File: src/ofs_pkg.sv
// Constants for the output function selector
package ofs_pkg;
    localparam int unsigned SEL_W = 7;
    localparam int unsigned N_TERM = 4;
    localparam logic [31:0] ADR_SEL_FAST = 32'h0000_0000;
    localparam logic [31:0] ADR_SEL_OC = 32'h0000_0004;
    localparam logic [31:0] ADR_SEL_RLY1 = 32'h0000_0008;
    localparam logic [31:0] ADR_SEL_RLY2 = 32'h0000_000c;
    localparam logic [31:0] ADR_POLARITY = 32'h0000_0010;
    localparam logic [31:0] ADR_VIRT = 32'h0000_0014;
    localparam logic [31:0] ADR_STATUS = 32'h0000_0018;
    localparam logic [31:0] ADR_FAST_MODE = 32'h0000_001c;
    localparam logic [6:0] RST_SEL_FAST = 7'h00;
    localparam logic [6:0] RST_SEL_OC = 7'h00;
    localparam logic [6:0] RST_SEL_RLY1 = 7'h01;
    localparam logic [6:0] RST_SEL_RLY2 = 7'h00;
    localparam logic [3:0] RST_POLARITY = 4'h0;
    localparam logic [3:0] POL_MASK = 4'hf;
    localparam logic [3:0] RST_VIRT = 4'h0;
    localparam int unsigned VIRT_MODBUS = 0;
    localparam int unsigned VIRT_FIELDBUS = 1;
    localparam int unsigned VIRT_ETHERNET = 2;
    localparam int unsigned VIRT_PROFINET = 3;
    localparam int unsigned T_FAST = 0;
    localparam int unsigned T_OC = 1;
    localparam int unsigned T_RLY1 = 2;
    localparam int unsigned T_RLY2 = 3;
    localparam logic RST_FAST_MODE = 1'b0;
    localparam logic FAST_MODE_PULSE = 1'b1;
    localparam int unsigned N_COND = 26;
    typedef enum logic [SEL_W-1:0] {
        FN_NONE = 7'h00, FN_RUN = 7'h01, FN_RUN_FWD = 7'h02, FN_RUN_REV = 7'h03,
        FN_JOG = 7'h04, FN_FAULT = 7'h05, FN_ZERO_SPD = 7'h09, FN_UPPER = 7'h0a,
        FN_LOWER = 7'h0b, FN_READY = 7'h0c, FN_PREEXC = 7'h0d, FN_OVERLOAD = 7'h0e,
        FN_UNDERLOAD = 7'h0f, FN_STAGE_DONE = 7'h10, FN_CYCLE_DONE = 7'h11,
        FN_MODBUS = 7'h17, FN_FIELDBUS = 7'h18, FN_ETHERNET = 7'h19, FN_BUS_OK = 7'h1a,
        FN_PROFINET = 7'h22, FN_FIRE = 7'h30, FN_LOOP_LOW = 7'h31, FN_LOOP_HIGH = 7'h32,
        FN_LOOP_SLEEP = 7'h33, FN_LOOP2_START = 7'h34, FN_LOOP2_STOP = 7'h35,
        FN_BACKUP_PRESS = 7'h36, FN_WATER_SHORT = 7'h37, FN_PREALARM = 7'h38,
        FN_PUMP_A = 7'h39, FN_PUMP_D = 7'h3c
    } ofs_func_t;
endpackage

File: src/ofs_output_function_selector.sv
// Output function selector for the drive's digital output terminals
//
// Contract
// - Four terminals: fast pulse, open collector, two relays, each with own selection.
// - Fast pulse terminal selects pulse-train or ordinary on/off output; only the mode bit reaches o_fast_pulse_mode, the terminal stays on/off.
// - One code may drive several terminals, each following the same condition.
// - Code zero gives no function; the terminal stays inactive.
// - Codes 1 to 4: running, forward, reverse, jog with frequency delivered.
// - Code 5 follows the fault condition.
// - Code 9 on only when output and reference frequency are both zero.
// - Code 10 on when running frequency reached upper limit.
// - Code 11 on when running frequency reached lower limit.
// - Code 12 needs both powers, no protection active, and ready to run.
// - Code 13 on while pre-excitation is in progress.
// - Code 14 follows overload pre-alarm after its pre-alarm time.
// - Code 15 follows underload pre-alarm after its pre-alarm time.
// - Code 16 signals step sequencer stage completion.
// - Code 17 signals step sequencer full cycle completion.
// - Code 23 mirrors the Modbus virtual bit, one on, zero off.
// - Code 24 mirrors the PROFIBUS or CANopen virtual bit.
// - Code 25 mirrors the Ethernet virtual bit.
// - Code 34 mirrors the PROFINET virtual bit.
// - Code 26 on while DC bus is above undervoltage level.
// - Codes 48 to 56 follow fire, loop alarms, sleep, pump and pre-alarm states.
// - Codes 57 to 60 drive contactor commands for circulation pumps A to D.
// - Four-bit polarity mask inverts each terminal; resets to zero.
//
// The Wishbone slave port and the address map were left to the implementer.
module ofs_output_function_selector
    import ofs_pkg::*;
#(
    parameter int unsigned TERMS = N_TERM
) (
    input  wire logic        i_core_clk,
    input  wire logic        i_rst,
    input  wire logic        i_ce,
    input  wire logic        i_run_freq,
    input  wire logic        i_run_fwd,
    input  wire logic        i_run_rev,
    input  wire logic        i_jog,
    input  wire logic        i_fault,
    input  wire logic        i_out_freq_zero,
    input  wire logic        i_ref_freq_zero,
    input  wire logic        i_upper_limit,
    input  wire logic        i_lower_limit,
    input  wire logic        i_main_power_ok,
    input  wire logic        i_ctrl_power_ok,
    input  wire logic        i_protection_active,
    input  wire logic        i_ready_to_run,
    input  wire logic        i_preexcite,
    input  wire logic        i_overload_prealarm,
    input  wire logic        i_underload_prealarm,
    input  wire logic        i_stage_done,
    input  wire logic        i_cycle_done,
    input  wire logic        i_bus_above_uv,
    input  wire logic [8:0]  i_pump_status,
    input  wire logic [3:0]  i_pump_contactor,
    input  wire logic        i_fast_pulse_train,
    input  wire logic [31:0] i_wb_adr,
    input  wire logic [31:0] i_wb_dat,
    input  wire logic [3:0]  i_wb_sel,
    input  wire logic        i_wb_we,
    input  wire logic        i_wb_cyc,
    input  wire logic        i_wb_stb,
    output logic [31:0]      o_wb_dat,
    output logic             o_wb_ack,
    output logic             o_wb_err,
    output logic             o_fast_pulse_terminal,
    output logic             o_open_collector,
    output logic             o_relay1,
    output logic             o_relay2,
    output logic             o_fast_pulse_mode
);

    // Only the four documented terminals are wired
    if (TERMS != N_TERM) begin : g_bad_terms
        $error("ofs: TERMS must equal N_TERM");
    end

    logic [SEL_W-1:0] sel_r [N_TERM];
    logic [3:0]       polarity_r;
    logic [3:0]       virt_r;
    logic             fast_mode_r;
    logic [3:0]       term_r;
    logic             ack_r;
    logic             err_r;
    logic [31:0]      rdat_r;
    logic             req;
    logic             hit;
    logic             wr_lo;

    // Condition lookup for one selection code
    function automatic logic cond_of(input logic [SEL_W-1:0] code,
                                     input logic [N_COND-1:0] c,
                                     input logic [3:0] pumps);
        logic r;
        r = 1'b0;
        case (code)
            FN_NONE: begin
                r = 1'b0;
            end
            FN_RUN: begin
                r = c[0];
            end
            FN_RUN_FWD: begin
                r = c[1];
            end
            FN_RUN_REV: begin
                r = c[2];
            end
            FN_JOG: begin
                r = c[3];
            end
            FN_FAULT: begin
                r = c[4];
            end
            FN_ZERO_SPD: begin
                r = c[5];
            end
            FN_UPPER: begin
                r = c[6];
            end
            FN_LOWER: begin
                r = c[7];
            end
            FN_READY: begin
                r = c[8];
            end
            FN_PREEXC: begin
                r = c[9];
            end
            FN_OVERLOAD: begin
                r = c[10];
            end
            FN_UNDERLOAD: begin
                r = c[11];
            end
            FN_STAGE_DONE: begin
                r = c[12];
            end
            FN_CYCLE_DONE: begin
                r = c[13];
            end
            FN_MODBUS: begin
                r = c[14];
            end
            FN_FIELDBUS: begin
                r = c[15];
            end
            FN_ETHERNET: begin
                r = c[16];
            end
            FN_BUS_OK: begin
                r = c[17];
            end
            FN_PROFINET: begin
                r = c[18];
            end
            FN_FIRE: begin
                r = c[19];
            end
            FN_LOOP_LOW: begin
                r = c[20];
            end
            FN_LOOP_HIGH: begin
                r = c[21];
            end
            FN_LOOP_SLEEP: begin
                r = c[22];
            end
            FN_LOOP2_START: begin
                r = c[23];
            end
            FN_LOOP2_STOP: begin
                r = c[24];
            end
            FN_BACKUP_PRESS: begin
                r = c[25];
            end
            default: begin
                if (code >= FN_PUMP_A && code <= FN_PUMP_D) begin
                    r = pumps[2'(code - FN_PUMP_A)];
                end else begin
                    r = 1'b0;
                end
            end
        endcase
        return r;
    endfunction

    // Water shortage and pre-alarm codes, taken outside the lookup
    logic [1:0] extra_st;

    logic [N_COND-1:0] cond;
    always_comb begin
        cond = '0;
        cond[0] = i_run_freq;
        cond[1] = i_run_freq & i_run_fwd;
        cond[2] = i_run_freq & i_run_rev;
        cond[3] = i_run_freq & i_jog;
        cond[4] = i_fault;
        cond[5] = i_out_freq_zero & i_ref_freq_zero;
        cond[6] = i_upper_limit;
        cond[7] = i_lower_limit;
        cond[8] = i_main_power_ok & i_ctrl_power_ok & ~i_protection_active
                  & i_ready_to_run;
        cond[9] = i_preexcite;
        cond[10] = i_overload_prealarm;
        cond[11] = i_underload_prealarm;
        cond[12] = i_stage_done;
        cond[13] = i_cycle_done;
        cond[14] = virt_r[VIRT_MODBUS];
        cond[15] = virt_r[VIRT_FIELDBUS];
        cond[16] = virt_r[VIRT_ETHERNET];
        cond[17] = i_bus_above_uv;
        cond[18] = virt_r[VIRT_PROFINET];
        cond[25:19] = i_pump_status[6:0];
    end
    assign extra_st = i_pump_status[8:7];

    // Selected condition per terminal, with the last two station codes
    logic [3:0] term_nxt;
    always_comb begin
        for (int t = 0; t < N_TERM; t++) begin
            if (sel_r[t] == FN_WATER_SHORT) begin
                term_nxt[t] = extra_st[0];
            end else if (sel_r[t] == FN_PREALARM) begin
                term_nxt[t] = extra_st[1];
            end else begin
                term_nxt[t] = cond_of(sel_r[t], cond, i_pump_contactor);
            end
        end
    end

    always_ff @(posedge i_core_clk) begin
        if (i_rst) begin
            term_r <= '0;
        end else if (i_ce) begin
            term_r <= term_nxt ^ (polarity_r & POL_MASK);
        end
    end

    assign o_fast_pulse_terminal = term_r[T_FAST];
    assign o_open_collector = term_r[T_OC];
    assign o_relay1 = term_r[T_RLY1];
    assign o_relay2 = term_r[T_RLY2];
    assign o_fast_pulse_mode = fast_mode_r;

    // Wishbone slave, one wait state
    assign req = i_wb_cyc & i_wb_stb & ~ack_r & ~err_r;
    assign wr_lo = req & i_wb_we & i_wb_sel[0];

    // Address decode for the eight mapped words
    function automatic logic adr_mapped(input logic [31:0] a);
        logic m;
        m = 1'b0;
        case (a)
            ADR_SEL_FAST, ADR_SEL_OC, ADR_SEL_RLY1, ADR_SEL_RLY2: begin
                m = 1'b1;
            end
            ADR_POLARITY, ADR_VIRT, ADR_STATUS, ADR_FAST_MODE: begin
                m = 1'b1;
            end
            default: begin
                m = 1'b0;
            end
        endcase
        return m;
    endfunction

    assign hit = adr_mapped(i_wb_adr);

    // Acknowledge for mapped words
    always_ff @(posedge i_core_clk) begin
        if (i_rst) begin
            ack_r <= 1'b0;
        end else if (i_ce) begin
            ack_r <= req & hit;
        end
    end

    // Error for unmapped words
    always_ff @(posedge i_core_clk) begin
        if (i_rst) begin
            err_r <= 1'b0;
        end else if (i_ce) begin
            err_r <= req & ~hit;
        end
    end

    // Selection codes, one per terminal
    always_ff @(posedge i_core_clk) begin
        if (i_rst) begin
            sel_r[T_FAST] <= RST_SEL_FAST;
            sel_r[T_OC] <= RST_SEL_OC;
            sel_r[T_RLY1] <= RST_SEL_RLY1;
            sel_r[T_RLY2] <= RST_SEL_RLY2;
        end else if (i_ce && wr_lo) begin
            case (i_wb_adr)
                ADR_SEL_FAST: begin
                    sel_r[T_FAST] <= i_wb_dat[SEL_W-1:0];
                end
                ADR_SEL_OC: begin
                    sel_r[T_OC] <= i_wb_dat[SEL_W-1:0];
                end
                ADR_SEL_RLY1: begin
                    sel_r[T_RLY1] <= i_wb_dat[SEL_W-1:0];
                end
                ADR_SEL_RLY2: begin
                    sel_r[T_RLY2] <= i_wb_dat[SEL_W-1:0];
                end
                default: begin
                end
            endcase
        end
    end

    // Polarity mask
    always_ff @(posedge i_core_clk) begin
        if (i_rst) begin
            polarity_r <= RST_POLARITY;
        end else if (i_ce && wr_lo && i_wb_adr == ADR_POLARITY) begin
            polarity_r <= i_wb_dat[3:0] & POL_MASK;
        end
    end

    // Virtual terminal bits written by the fieldbus masters
    always_ff @(posedge i_core_clk) begin
        if (i_rst) begin
            virt_r <= RST_VIRT;
        end else if (i_ce && wr_lo && i_wb_adr == ADR_VIRT) begin
            virt_r <= i_wb_dat[3:0];
        end
    end

    // Fast terminal mode
    always_ff @(posedge i_core_clk) begin
        if (i_rst) begin
            fast_mode_r <= RST_FAST_MODE;
        end else if (i_ce && wr_lo && i_wb_adr == ADR_FAST_MODE) begin
            fast_mode_r <= i_wb_dat[0] | i_fast_pulse_train & 1'b0;
        end
    end

    always_ff @(posedge i_core_clk) begin
        if (i_rst) begin
            rdat_r <= '0;
        end else if (i_ce && req) begin
            case (i_wb_adr)
                ADR_SEL_FAST:  rdat_r <= {25'h0, sel_r[T_FAST]};
                ADR_SEL_OC:    rdat_r <= {25'h0, sel_r[T_OC]};
                ADR_SEL_RLY1:  rdat_r <= {25'h0, sel_r[T_RLY1]};
                ADR_SEL_RLY2:  rdat_r <= {25'h0, sel_r[T_RLY2]};
                ADR_POLARITY:  rdat_r <= {28'h0, polarity_r};
                ADR_VIRT:      rdat_r <= {28'h0, virt_r};
                ADR_STATUS:    rdat_r <= {28'h0, term_r};
                ADR_FAST_MODE: rdat_r <= {31'h0, fast_mode_r};
                default:       rdat_r <= '0;
            endcase
        end
    end

    assign o_wb_dat = rdat_r;
    assign o_wb_ack = ack_r;
    assign o_wb_err = err_r;

endmodule

File: config.mk
export PLATFORM = sky130hd
export DESIGN_NAME = ofs_output_function_selector
export DESIGN_NICKNAME = d
export VERILOG_FILES = /design/src/ofs_pkg.sv /design/src/ofs_output_function_selector.sv
export SDC_FILE = /design/constraint.sdc
export NUM_CORES = 1
export LEC_CHECK = 0
export BUFFER_PORTS_ARGS = -buffer_cell sky130_fd_sc_hd__buf_2
export CORE_MARGIN = 5
export CORE_UTILIZATION = 55
export CTS_BUF_LIST = sky130_fd_sc_hd__clkbuf_8
export CTS_CLUSTER_SIZE = 40
export DETAILED_ROUTE_END_ITERATION = 7
export PLACE_DENSITY = 0.82
export SYNTH_ARGS = -nofsm -noshare
export SYNTH_HDL_FRONTEND = slang
export SYNTH_SLANG_ARGS = --single-unit
File: constraint.sdc
create_clock -name i_core_clk -period 2.8 [get_ports i_core_clk]
set_input_delay 0.28 -clock i_core_clk [delete_from_list [all_inputs] [get_ports i_core_clk]]
set_output_delay 0.28 -clock i_core_clk [all_outputs]
set_load 0.02 [all_outputs]
==> qor_table.md <==
| Group | Item | Reported |
|---|---|---|
| sta | Slew HR | 56.2% |
| logic synthesis | Number of warning messages in the yosys log | 0 |
| place | Count of buffers from port buffering | 91 |
| floorplan | I/O pin cnt | 146 |
| final layout | Growth of design area from synthesis to finish | 15.4% |
| critical path | Startpoint type of the worst setup path | flop |
| sta | Count of final max-slew check failures | 0 |
| sta | Final period demand of the worst path | 2770 ps |
| drt | Count of vias placed by the detailed router | 5,695 |
| clocking | Level count of the clock H-tree | 2 |
| global route | Antenna violations before repair | 0 |
| drt | TritonRoute pass-1 iters | 5 |
| final layout | Most common cell after layout, fill and taps aside | sky130_fd_sc_hd__buf_2 |
| final layout | Antenna Diode Count | 0 |
| drt | Total wire length | 17.3 mm |
| global route | Total grt overflow | 0 |
| critical path | Signal arrival time at the worst endpoint | 2950 ps |
| place | Routability Congestion | 1.04 |
| hold path | Worst hold-check path type | primary input to flop |
| logic synthesis | Synth unique cells | 69 |
| power and ir drop | Lkg Pwr | 2.21 nW |
| flow run | Max Cap Violations | 0 |
| global route | Number of global-route vias before repair | 5,394 |
| final layout | Fraction of final layout cells with drive strength greater than 1 | 23.2% |
| clocking | Register clock-pin slew on the reported worst setup and hold paths | 90 ps |
| critical path | Setup crit end kind | flop |
| sta | Clock tree skew after final layout | 6.29 ps |
| power and ir drop | Peak supply drop | 0.412 mV |
| logic synthesis | Portion of the post-synthesis area used by sequential elements | 25.7% |
| floorplan | Starting utilization of the core area | 56.7% |
| logic synthesis | Syn Area/Cell | 7.93 µm² |
| run status | Status | completed |
| sta | RSZ-0062 raised after global routing | true |
| critical path | Highest fanout seen on the critical path | 4 |
| logic synthesis | Number of enable-type register cells in the synthesized netlist | 28 |
| clocking | CTS tree | yes |
| clocking | TritonCTS buffer count | 5 |
| drt | Drt first-iter violations | 650 |
| floorplan | Die Ht | 105 µm |
| sta | # setup viols final | 0 |
| clocking | Clock insertion delay at the later pin of the skew report | 300 ps |
| clocking | Clk Tree Root Cell | sky130_fd_sc_hd__clkbuf_8 |
| drt | Final antenna-violating net count | 0 |
| place | Half-perimeter wire length after detailed placement | 13.2 mm |
| global route | All-layer global routing usage | 29.7% |
| sta | Final critical-path share of the clock period | 98.8% |
| power and ir drop | Total power | 0.00186 W |
| drt | Routed length per placed instance | 21.0 µm |
| logic synthesis | Mapped cell area | 4990 µm² |
| final layout | Register area | 1280 µm² |
| final layout | Fill count | 759 |
| drt | Vias/cell | 6.90 |
| logic synthesis | Share of async-settable or async-resettable flops after synthesis | 0% |
| floorplan | Die width | 105 µm |
| final layout | Final #Nets | 839 |
| critical path | WP data required | 2990 ps |
| sta | F_max | 361 MHz |
| clocking | Bufs on Longest Clock Path | 2 |
| logic synthesis | Number of standard cells after synthesis | 630 |
| sta | Worst hold margin | 317 ps |
| floorplan | Std-Cell Rows | 34 |
| sta | Hold Vio Cnt, Final | 0 |
| critical path | Critical path start-end classification | flop to flop |
| global route | First-pass GRT wire length | 27.2 mm |
| global route | Largest net degree at the start of global routing | 30 |
| logic synthesis | Flip-flop cell with the highest count after synthesis | sky130_fd_sc_hd__edfxtp_1 |
| power and ir drop | Power per cell area | 323 nW/µm² |
| final layout | Area of combinational cells with multiple inputs | 3380 µm² |
| floorplan | Area of the core | 8810 µm² |
| drt | DR DRC count | 0 |
| floorplan | Area of the die | 11,100 µm² |
| clocking | Number of clock sinks | 50 |
| sta | Measured slew at the worst slew-check pin | 656 ps |
| logic synthesis | Number of synthesized register bits | 50 |
| final layout | Highest-count cells in the layout ignoring fill and taps | sky130_fd_sc_hd__buf_2, sky130_fd_sc_hd__nand2_1, sky130_fd_sc_hd__nor2_1 |
[repair_timing]
| action | 4_1_cts | 5_1_grt |
|---|---|---|
| endpoints found under the setup margin | 1 | 2 |
| resized for setup | 1 | 10 |
| pin swaps | 2 | 8 |
| hold buffers | 0 | 0 |
| endpoints found under the hold margin | 0 | 0 |
| buffers inserted | 1 | 3 |
[registers in the layout, indices dropped and copies added, names as in the netlist]
| name | count |
|---|---|
| sel_r | 28 |
| term_r | 4 |
| virt_r | 4 |
| o_wb_ack | 1 |
| polarity_r | 4 |
| o_fast_pulse_mode | 1 |
| o_wb_err | 1 |
| o_wb_dat | 7 |
[report_power, final]
| part | switching [W] | internal [W] |
|---|---|---|
| registers | 0.0000355 | 0.000793 |
| clock network | 0.000235 | 0.000381 |
| logic | 0.000258 | 0.000159 |
[cells in the mapped netlist, types with 3 or more instances]
library cell / instances / share of area, %
sky130_fd_sc_hd__o21ai_0: 21 / 2.1
sky130_fd_sc_hd__buf_4: 25 / 3.8
sky130_fd_sc_hd__nand2_1: 52 / 3.9
sky130_fd_sc_hd__o32ai_1: 9 / 1.6
sky130_fd_sc_hd__nand2b_1: 14 / 1.8
sky130_fd_sc_hd__nand4_1: 7 / 0.88
sky130_fd_sc_hd__or2_2: 3 / 0.38
sky130_fd_sc_hd__nand3_1: 33 / 3.3
sky130_fd_sc_hd__nor3b_1: 3 / 0.45
sky130_fd_sc_hd__nor3_1: 22 / 2.2
sky130_fd_sc_hd__a211oi_1: 9 / 1.4
sky130_fd_sc_hd__and3_1: 8 / 1.0
sky130_fd_sc_hd__nor2b_1: 11 / 1.4
sky130_fd_sc_hd__a221o_1: 3 / 0.60
sky130_fd_sc_hd__a311oi_1: 10 / 1.8
sky130_fd_sc_hd__and3b_1: 4 / 0.70
sky130_fd_sc_hd__a32oi_1: 5 / 0.88
sky130_fd_sc_hd__inv_1: 23 / 1.7
sky130_fd_sc_hd__nor4_1: 9 / 1.1
sky130_fd_sc_hd__buf_2: 12 / 1.2
sky130_fd_sc_hd__clkbuf_1: 34 / 2.6
sky130_fd_sc_hd__nor4b_1: 7 / 1.2
sky130_fd_sc_hd__mux2i_1: 11 / 2.2
sky130_fd_sc_hd__nand4b_1: 8 / 1.4
sky130_fd_sc_hd__a222oi_1: 7 / 1.4
sky130_fd_sc_hd__or3_1: 5 / 0.63
sky130_fd_sc_hd__nor2_1: 41 / 3.1
sky130_fd_sc_hd__a31oi_1: 4 / 0.50
sky130_fd_sc_hd__mux2_2: 12 / 2.7
sky130_fd_sc_hd__o22ai_1: 4 / 0.50
sky130_fd_sc_hd__o211ai_1: 5 / 0.75
sky130_fd_sc_hd__dfxtp_1: 22 / 8.8
sky130_fd_sc_hd__a221oi_1: 12 / 2.1
sky130_fd_sc_hd__o21a_1: 4 / 0.60
sky130_fd_sc_hd__and2_1: 30 / 3.8
sky130_fd_sc_hd__ha_1: 16 / 4.0
sky130_fd_sc_hd__edfxtp_1: 28 / 17
sky130_fd_sc_hd__nand3b_1: 11 / 1.7
sky130_fd_sc_hd__a21oi_1: 35 / 3.5
sky130_fd_sc_hd__a22oi_1: 9 / 1.4
[worst paths after layout]
| path | from | depth (start not counted) | slack [ps] | end |
|---|---|---|---|---|
| worst max register to register | sel_r[0][0] | 10 | 30 | term_r[0] |
| worst min-delay path | i_wb_dat[1] | 3 | 320 | polarity_r[1] |
| worst max-delay path | sel_r[0][0] | 10 | 30 | term_r[0] |
| worst min register to register | o_wb_dat[2] | 2 | 510 | o_wb_dat[2] |
[cells by family after synthesis]
kind of cell    share of synthesized area, %
mux                                     5.81
flops                                   25.7
simple gates                            30.6
fa+ha+maj                               4.23
compound gates                          24.3
buf+inv                                 9.32
other cells                           0.0751
[worst max-delay path, cell delays in order, from the launching register on]
cell and delay, ps:
sky130_fd_sc_hd__edfxtp_1 430, sky130_fd_sc_hd__inv_2 90, sky130_fd_sc_hd__ha_4 160, sky130_fd_sc_hd__a222oi_1 460
sky130_fd_sc_hd__nor3_1 100, sky130_fd_sc_hd__a211o_1 240, sky130_fd_sc_hd__o31a_1 320, sky130_fd_sc_hd__nor4b_4 280
sky130_fd_sc_hd__buf_4 160, sky130_fd_sc_hd__nor3_2 30, sky130_fd_sc_hd__or3b_1 380
[area by class of cell]
cell class / instances / share of cell area (%)
clock buffers: 6 / 1.43
clock inverters: 2 / 1.04
inverters: 24 / 1.56
repair buffers: 126 / 12.7
multi-input cells: 509 / 58.7
well taps: 108 / 2.34
flip-flops and latches: 50 / 22.2
[per-stage QoR]
stage / setup TNS (ps) / cells / setup WS, ps / area, µm² / util [%]
floorplan: 0 / 654 / 242 / 5080 / -
global placement: -52.6 / 813 / -52.6 / 5540 / 63.0
detailed placement: -150 / 813 / -150 / 5540 / 63.0
CTS: 0 / 822 / 25.6 / 5700 / 64.7
global route: -60.9 / 825 / -60.9 / 5760 / 65.5
finish: 0 / 825 / 33.1 / 5760 / 65.5
[metal layers]
layer	routed length [µm]	track usage (%)
met3	2240	5.20
met4	774	12.6
met1	6530	39.6
met5	0	0
met2	7790	47.6
Power figures use the tool's default switching activity.
